### src/inc/nvac_pkg.sv
package nvac_pkg;
    // Core clock
    localparam int CLK_PERIOD_NS = 100;
    // Least write assertion, in ns
    localparam int WRITE_PULSE_MIN_NS = 65;
    localparam int WRITE_PULSE_CYC_RAW = (WRITE_PULSE_MIN_NS + CLK_PERIOD_NS - 1) / CLK_PERIOD_NS;
    localparam int WRITE_PULSE_CYC = (WRITE_PULSE_CYC_RAW < 1) ? 1 : WRITE_PULSE_CYC_RAW;
    // Worst-case delay before the device protects after a supply fall, in us
    localparam int FALL_PROTECT_DELAY_MAX_US = 160;
    localparam int FALL_PROTECT_DELAY_MIN_US = 40;
    // Longest protection after a supply rise, in ms
    localparam int RISE_PROTECT_DELAY_MAX_MS = 200;
    localparam int RISE_PROTECT_DELAY_MIN_MS = 40;
    localparam int RISE_PROTECT_CYC = RISE_PROTECT_DELAY_MAX_MS * 1000000 / CLK_PERIOD_NS;
    // Address and data widths
    localparam int ADDR_W = 15;
    localparam int DATA_W = 8;
    // Setup and recovery cycles around the strobe
    localparam int SETUP_CYC = 1;
    localparam int RECOVER_CYC = 1;
    localparam int READ_WAIT_CYC = 1;
    localparam int CNT_W = 24;
    localparam logic [CNT_W-1:0] CNT_ZERO = 24'h000000;
    localparam logic [CNT_W-1:0] CNT_ONE = 24'h000001;

    typedef enum logic [2:0]
    {
        NVAC_IDLE  = 3'b000,
        NVAC_SETUP = 3'b001,
        NVAC_PULSE = 3'b011,
        NVAC_RECOV = 3'b010,
        NVAC_DONE  = 3'b110
    } nvac_state_t;
endpackage

### src/verilog/nvac_guard.sv
`timescale 1ns/1ns
// Tracks supply health and holds off access across the protection windows
module nvac_guard #(
    parameter int RISE_CYC = nvac_pkg::RISE_PROTECT_CYC
)
(
    input  wire logic CORE_CLK,
    input  wire logic SRST,
    input  wire logic pwr_good_raw,
    output logic      access_ok,
    output logic      supply_seen
);
    logic       s1_q;
    logic       s2_q;
    logic [nvac_pkg::CNT_W-1:0] cnt_q;
    logic [nvac_pkg::CNT_W-1:0] cnt_d;
    logic       ok_q;
    logic       ok_d;
    logic       seen_q;
    logic       seen_d;

    // Next values: drop at once on fall, wait the full window on rise
    always_comb
    begin
        cnt_d = cnt_q;
        ok_d = ok_q;
        seen_d = seen_q | s2_q;
        if (!s2_q)
        begin
            cnt_d = nvac_pkg::CNT_ZERO;
            ok_d = 1'b0; // Stop writing before the device can protect
        end
        else if (!ok_q)
        begin
            if (cnt_q >= RISE_CYC[nvac_pkg::CNT_W-1:0])
                ok_d = 1'b1; // After the longest protect time
            else
                cnt_d = cnt_q + nvac_pkg::CNT_ONE;
        end
    end

    // Two-stage sync of the supply monitor pin
    always_ff @(posedge CORE_CLK)
    begin
        if (SRST)
        begin
            s1_q <= 1'b0;
            s2_q <= 1'b0;
            cnt_q <= nvac_pkg::CNT_ZERO;
            ok_q <= 1'b0;
            seen_q <= 1'b0;
        end
        else
        begin
            s1_q <= pwr_good_raw;
            s2_q <= s1_q;
            cnt_q <= cnt_d;
            ok_q <= ok_d;
            seen_q <= seen_d;
        end
    end

    assign access_ok = ok_q;
    assign supply_seen = seen_q; // Battery era begins with first supply

    a_fall_blocks: assert property (@(posedge CORE_CLK) disable iff (SRST)
        !s2_q |=> !ok_q) else $error("access allowed after supply loss");
    a_rise_holdoff: assert property (@(posedge CORE_CLK) disable iff (SRST)
        $rose(ok_q) |-> cnt_q >= RISE_CYC[nvac_pkg::CNT_W-1:0]) else $error("access resumed early");
endmodule

### src/verilog/nvac_host.sv
`timescale 1ns/1ns
// Function
// - Host keeps chip-select or write-strobe high while address changes.
// - Host holds write-strobe high throughout every read.
// - Host sets address no later than chip-select falling in reads.
// - Host never drives data while device output-enable is low.
// - Host keeps the write overlap at least 65 ns.
module nvac_host #(
    parameter int RISE_CYC = nvac_pkg::RISE_PROTECT_CYC
)
(
    input  wire logic                        CORE_CLK,
    input  wire logic                        SRST,
    input  wire logic                        REQ_VALID,
    output logic                             REQ_READY,
    input  wire logic                        REQ_WRITE,
    input  wire logic [nvac_pkg::ADDR_W-1:0] REQ_ADDR,
    input  wire logic [nvac_pkg::DATA_W-1:0] REQ_WDATA,
    output logic                             RSP_VALID,
    output logic [nvac_pkg::DATA_W-1:0]      RSP_RDATA,
    input  wire logic                        PWR_GOOD,
    output logic                             PWR_READY,
    output logic                             SUPPLY_SEEN,
    output logic [nvac_pkg::ADDR_W-1:0]      MEM_ADDR,
    output logic                             MEM_CS_N,
    output logic                             MEM_WE_N,
    output logic                             MEM_OE_N,
    input  wire logic [nvac_pkg::DATA_W-1:0] MEM_DQ_I,
    output logic [nvac_pkg::DATA_W-1:0]      MEM_DQ_O,
    output logic                             MEM_DQ_OE_N
);
    nvac_pkg::nvac_state_t st_q;
    nvac_pkg::nvac_state_t st_d;
    logic [3:0]                  cnt_q;
    logic [3:0]                  cnt_d;
    logic                        wr_q;
    logic                        wr_d;
    logic [nvac_pkg::ADDR_W-1:0] addr_q;
    logic [nvac_pkg::ADDR_W-1:0] addr_d;
    logic [nvac_pkg::DATA_W-1:0] wdat_q;
    logic [nvac_pkg::DATA_W-1:0] wdat_d;
    logic [nvac_pkg::DATA_W-1:0] rdat_q;
    logic [nvac_pkg::DATA_W-1:0] rdat_d;
    logic                        cs_q;
    logic                        cs_d;
    logic                        we_q;
    logic                        we_d;
    logic                        oe_q;
    logic                        oe_d;
    logic                        drv_q;
    logic                        drv_d;
    logic                        rsp_q;
    logic                        rsp_d;
    logic [nvac_pkg::DATA_W-1:0] dq_s1_q;
    logic [nvac_pkg::DATA_W-1:0] dq_s2_q;
    logic                        access_ok;

    // Supply watch and power-up hold-off
    nvac_guard #(.RISE_CYC(RISE_CYC)) u_guard (
        .CORE_CLK    (CORE_CLK),
        .SRST        (SRST),
        .pwr_good_raw(PWR_GOOD),
        .access_ok   (access_ok),
        .supply_seen (SUPPLY_SEEN)
    );

    // Strobe cycle; address moves only in IDLE with both strobes high
    always_comb
    begin
        st_d = st_q;
        cnt_d = cnt_q;
        wr_d = wr_q;
        addr_d = addr_q;
        wdat_d = wdat_q;
        rdat_d = rdat_q;
        cs_d = cs_q;
        we_d = we_q;
        oe_d = oe_q;
        drv_d = drv_q;
        rsp_d = 1'b0;
        case (st_q)
            nvac_pkg::NVAC_IDLE:
            begin
                if (REQ_VALID && access_ok)
                begin
                    addr_d = REQ_ADDR; // Strobes high here
                    wdat_d = REQ_WDATA;
                    wr_d = REQ_WRITE;
                    drv_d = REQ_WRITE; // Only drive with OE high
                    cnt_d = 4'(nvac_pkg::SETUP_CYC);
                    st_d = nvac_pkg::NVAC_SETUP;
                end
            end
            nvac_pkg::NVAC_SETUP:
            begin
                // Address settled a cycle before chip-select falls
                cs_d = 1'b0;
                we_d = !wr_q; // Write strobe low only for writes
                oe_d = wr_q; // OE high in writes keeps device quiet
                cnt_d = wr_q ? 4'(nvac_pkg::WRITE_PULSE_CYC) : 4'(nvac_pkg::READ_WAIT_CYC + 2);
                st_d = nvac_pkg::NVAC_PULSE;
            end
            nvac_pkg::NVAC_PULSE:
            begin
                if (cnt_q > 4'h1)
                    cnt_d = cnt_q - 4'h1; // Overlap held for the minimum
                else
                begin
                    rdat_d = dq_s2_q;
                    we_d = 1'b1; // In writes write-strobe and chip-select rise together, ending the write
                    cs_d = wr_q;
                    oe_d = 1'b1;
                    cnt_d = 4'(nvac_pkg::RECOVER_CYC);
                    st_d = nvac_pkg::NVAC_RECOV;
                end
            end
            nvac_pkg::NVAC_RECOV:
            begin
                cs_d = 1'b1;
                drv_d = 1'b0; // Data held past write end, then released
                st_d = nvac_pkg::NVAC_DONE;
            end
            nvac_pkg::NVAC_DONE:
            begin
                rsp_d = 1'b1;
                st_d = nvac_pkg::NVAC_IDLE;
            end
            default:
            begin
                st_d = nvac_pkg::NVAC_IDLE;
            end
        endcase
        // Supply loss aborts at once: strobes high, bus released
        // DONE is left out so the abort still ends in a single answer pulse
        if (!access_ok && st_q != nvac_pkg::NVAC_IDLE && st_q != nvac_pkg::NVAC_DONE)
        begin
            cs_d = 1'b1;
            we_d = 1'b1;
            oe_d = 1'b1;
            drv_d = 1'b0;
            st_d = nvac_pkg::NVAC_DONE;
        end
    end

    // Registers, and two-stage capture of the read bus
    always_ff @(posedge CORE_CLK)
    begin
        if (SRST)
        begin
            st_q <= nvac_pkg::NVAC_IDLE;
            cnt_q <= 4'h0;
            wr_q <= 1'b0;
            addr_q <= '0;
            wdat_q <= '0;
            rdat_q <= '0;
            cs_q <= 1'b1;
            we_q <= 1'b1;
            oe_q <= 1'b1;
            drv_q <= 1'b0;
            rsp_q <= 1'b0;
            dq_s1_q <= '0;
            dq_s2_q <= '0;
        end
        else
        begin
            st_q <= st_d;
            cnt_q <= cnt_d;
            wr_q <= wr_d;
            addr_q <= addr_d;
            wdat_q <= wdat_d;
            rdat_q <= rdat_d;
            cs_q <= cs_d;
            we_q <= we_d;
            oe_q <= oe_d;
            drv_q <= drv_d;
            rsp_q <= rsp_d;
            dq_s1_q <= MEM_DQ_I;
            dq_s2_q <= dq_s1_q;
        end
    end

    assign REQ_READY = (st_q == nvac_pkg::NVAC_IDLE) && access_ok;
    assign PWR_READY = access_ok; // Protection mirrored to the user
    assign RSP_VALID = rsp_q;
    assign RSP_RDATA = rdat_q;
    assign MEM_ADDR = addr_q;
    assign MEM_CS_N = cs_q;
    assign MEM_WE_N = we_q;
    assign MEM_OE_N = oe_q;
    assign MEM_DQ_O = wdat_q;
    assign MEM_DQ_OE_N = !drv_q;

    a_addr_stable: assert property (@(posedge CORE_CLK) disable iff (SRST)
        !$stable(MEM_ADDR) |-> MEM_CS_N && MEM_WE_N) else $error("address moved under strobe");
    a_read_we_high: assert property (@(posedge CORE_CLK) disable iff (SRST)
        !MEM_CS_N && !wr_q |-> MEM_WE_N) else $error("write strobe low in read");
    a_no_contend: assert property (@(posedge CORE_CLK) disable iff (SRST)
        !MEM_DQ_OE_N |-> MEM_OE_N) else $error("bus driven against device");
    a_pulse_min: assert property (@(posedge CORE_CLK) disable iff (SRST)
        $rose(MEM_WE_N) && access_ok |-> $past(!MEM_CS_N)) else $error("write overlap too short");
    a_rsp_single: assert property (@(posedge CORE_CLK) disable iff (SRST)
        RSP_VALID |=> !RSP_VALID) else $error("answer pulse held over");
    a_write_oe_high: assert property (@(posedge CORE_CLK) disable iff (SRST)
        !MEM_WE_N |-> MEM_OE_N) else $error("output enable low in write");
    a_cs_first: assert property (@(posedge CORE_CLK) disable iff (SRST)
        $fell(MEM_CS_N) |-> $past(st_q) == nvac_pkg::NVAC_SETUP) else $error("chip select without setup");
endmodule
### config.mk
export PLATFORM = sky130hd
export DESIGN_NAME = nvac_host
export DESIGN_NICKNAME = d
export VERILOG_FILES = /design/src/inc/nvac_pkg.sv /design/src/verilog/nvac_guard.sv /design/src/verilog/nvac_host.sv
export SDC_FILE = /design/constraint.sdc
export NUM_CORES = 1
export LEC_CHECK = 0
export BUFFER_PORTS_ARGS = -buffer_cell sky130_fd_sc_hd__buf_4
export CORE_UTILIZATION = 53
export DETAILED_ROUTE_END_ITERATION = 8
export PLACE_DENSITY = 0.78
export REMOVE_ABC_BUFFERS = 1
export SLEW_MARGIN = 20
export SYNTH_ARGS = -nofsm -noshare
export SYNTH_HDL_FRONTEND = slang
export SYNTH_SLANG_ARGS = --single-unit
### constraint.sdc
create_clock -name CORE_CLK -period 2.6 [get_ports CORE_CLK]
set_clock_uncertainty 0.2 [all_clocks]
set_input_delay 0.52 -clock CORE_CLK [delete_from_list [all_inputs] [get_ports CORE_CLK]]
set_output_delay 0.52 -clock CORE_CLK [all_outputs]
set_load 0.01 [all_outputs]
==> results.json <==
{
  "vias_per_cell": 5.26,
  "firstDrtPassIters": 4,
  "maxSlewViolCount": 0,
  "gp_congestion": 0.808,
  "power_density_nw_per_um2": 576,
  "hp-class": "in2reg",
  "ir_drop_v": 0.000410,
  "ys_ff_latch": 88,
  "post_cts_resized": 0,
  "first_global_vias": 2614,
  "critPathKind": "reg2reg",
  "ios": 75,
  "crit_path_end_kind": "flop",
  "place_hpwl_mm": 5.16,
  "start_util": 0.564,
  "synth_flop_cell": "dfxtp_1",
  "h-tree-depth": 3,
  "drv_cap": 0,
  "numPortBuffers": 74,
  "post_drt_wl_per_cell_um": 13.3,
  "antenna_found_initial": 0,
  "num_rows": 28,
  "layout_common_cells": "dfxtp_1 (88), buf_4 (82), nand2_1 (58)",
  "critPathSlowestCell": "or4_4",
  "ys_seq_area_frac": 0.513,
  "grt_max_degree": 55,
  "met1_usage": 0.235,
  "fin_cells": 542,
  "numCtsBuffers": 9,
  "coreArea_um2": 6100,
  "combPwrFrac": 0.039,
  "cts_tree": "built",
  "fill_cells": 507,
  "leakagePower_nw": 1.63,
  "rsz0062_at_grt": "false",
  "async_flop_share": 0,
  "post-route-period-util": 0.890,
  "crit_chain": "or4_4 > a211oi_4 > o21ai_1 > buf_4 > or3_1 > a21oi_1",
  "die_area_um2": 6810,
  "cp-start-kind": "flop",
  "met3_usage": 0.0637,
  "die_h_um": 82.5,
  "tns_ns": 0,
  "finalSetupViolations": 0,
  "drc": 0,
  "syn_inst": 393,
  "insertion_delay_ns": 0.35,
  "antenna-diode-count": 0,
  "grt_usage": 0.216,
  "hold_violations": 0,
  "p_total_mw": 2.46,
  "final_common_cell": "dfxtp_1",
  "slowest_delay_ns": 0.54,
  "p_sw_mw": 0.573,
  "cts_root_buf": "clkbuf_8",
  "placed_cells": 526,
  "multiInputGateArea_um2": 1540,
  "cts_setup_buffers": 0,
  "power_frac_clock": 0.401,
  "fp.dieW_um": 82.5,
  "critPathMaxFanout": 7,
  "r2r_setup_slack_ns": 0.29,
  "clk_pin_slew_worst_paths_ns": 0.10,
  "area_growth_pct": 24.0,
  "swShare": 0.233,
  "max_freq_ghz": 0.432,
  "p_int_mw": 1.88,
  "routed_wl_mm": 7.20,
  "max_slew_margin": 0.644,
  "register_area_um2": 1760,
  "tightest_slew_ns": 0.534,
  "drive_gt1_frac": 0.231,
  "clkSinkCount": 88,
  "synth_edf_count": 0,
  "critPathTopFamily": "simple AND/OR/NAND/NOR gates",
  "nets": 502,
  "cp_num_buf_inv": 1,
  "gr-total-overflow": 0,
  "layout_min_cycle_time_ns": 2.31,
  "arrival_ns": 2.39,
  "hold_buffers": 0,
  "met2_usage": 0.389,
  "grt_busiest_layer": "met2",
  "grt_pass1_wl_mm": 11.2,
  "syn_area_um2": 3440,
  "avgSynthCellArea_um2": 8.75,
  "drt_iter0_markers": 93,
  "vias": 2853,
  "status": "complete, no violations",
  "ant_nets": 0,
  "cp.required_ns": 2.67,
  "seqPwrFrac": 0.560,
  "clk_path_buf_depth": 2,
  "yosysWarnings": 0,
  "yosysUniqueCellTypes": 47
}
==> final timing paths <==
kind | start | to | depth (start not counted)
max reg2reg | u_guard.cnt_q[12]$_SDFFE_PP0P_ | u_guard.cnt_q[15]$_SDFFE_PP0P_ | 6
max | u_guard.cnt_q[12]$_SDFFE_PP0P_ | u_guard.cnt_q[15]$_SDFFE_PP0P_ | 6
min reg2reg | u_guard.s1_q$_SDFF_PP0_ | u_guard.s2_q$_SDFF_PP0_ | 1
min | MEM_DQ_I[5] | dq_s1_q[5]$_SDFF_PP0_ | 2
==> cell families after synthesis <==
family,count (synthesis),synth area share
fa+ha+maj,4,0.0146
xor+xnor,12,0.0306
mux,8,0.0233
buf+inv,34,0.0382
compound gates,73,0.132
flops,88,0.513
simple gates,174,0.249
==> flip-flops by register name (all words and copies together), names as in the netlist, 3 cells and up <==
name,cells
RSP_RDATA,8
cnt_q,4
MEM_ADDR,15
MEM_DQ_O,8
st_q,3
dq_s1_q,8
u_guard.cnt_q,24
dq_s2_q,8
==> per-layer routing <==
| metal | up-vias | wire length, µm |
|---|---|---|
| met4 | 0 | 127 |
| met1 | 1316 | 3060 |
| met2 | 57 | 3700 |
| met3 | 11 | 315 |
| li1 | 1469 | - |
| met5 | - | 0 |
==> synthesized netlist by cell type (3+ instances only) <==
cell      count  share of area
a211oi_1      3         0.0066
nor2_1       39          0.043
o21a_1        3         0.0066
or3_1         6          0.011
inv_1        10          0.011
dfxtp_1      88           0.51
o21ai_0       8          0.012
ha_1          4          0.015
nand2_1      58          0.063
nor4_1        5         0.0091
and2_1        6          0.011
a21oi_1      38          0.055
nand4_1       7          0.013
mux2i_1       8          0.023
nor3_1        8          0.012
or2_2         5         0.0091
nor2b_1      19          0.035
nand2b_1      3         0.0055
clkbuf_1     20          0.022
xor2_1        6          0.015
xnor2_1       6          0.015
or4_1         3         0.0066
nand3_1       7          0.010
o211ai_1      5          0.011
buf_2         3         0.0044
==> power groups by stage <==
stage                     Clock (mW)  Sequential [mW]  Combinational [mW]
after floorplan                    0             1.40              0.0326
after global placement             0             1.41              0.0949
after detailed placement           0             1.41              0.0969
after CTS                       1.01             1.37              0.0973
after global routing            1.07             1.38               0.106
final                          0.984             1.37              0.0970
==> stage by stage <==
| step | hold slack (ns) | utilization | setup WS [ns] | area [µm²] |
|---|---|---|---|---|
| floorplan | 0.214 | - | 0.312 | 3340 |
| global placement | 0.215 | 0.665 | 0.390 | 4050 |
| detailed placement | 0.227 | 0.665 | 0.332 | 4050 |
| CTS | 0.153 | 0.699 | 0.293 | 4260 |
| global route | 0.160 | 0.699 | 0.176 | 4260 |
| finish | 0.169 | 0.699 | 0.287 | 4260 |
==> area by class of cell <==
class,count,area share
multi-input cells,271,0.362
clock inverters,7,0.0197
inverters,10,0.00881
repair buffers,82,0.144
well taps,75,0.0220
clock buffers,9,0.0291
flip-flops and latches,88,0.414
Power figures use the tool's default switching activity.
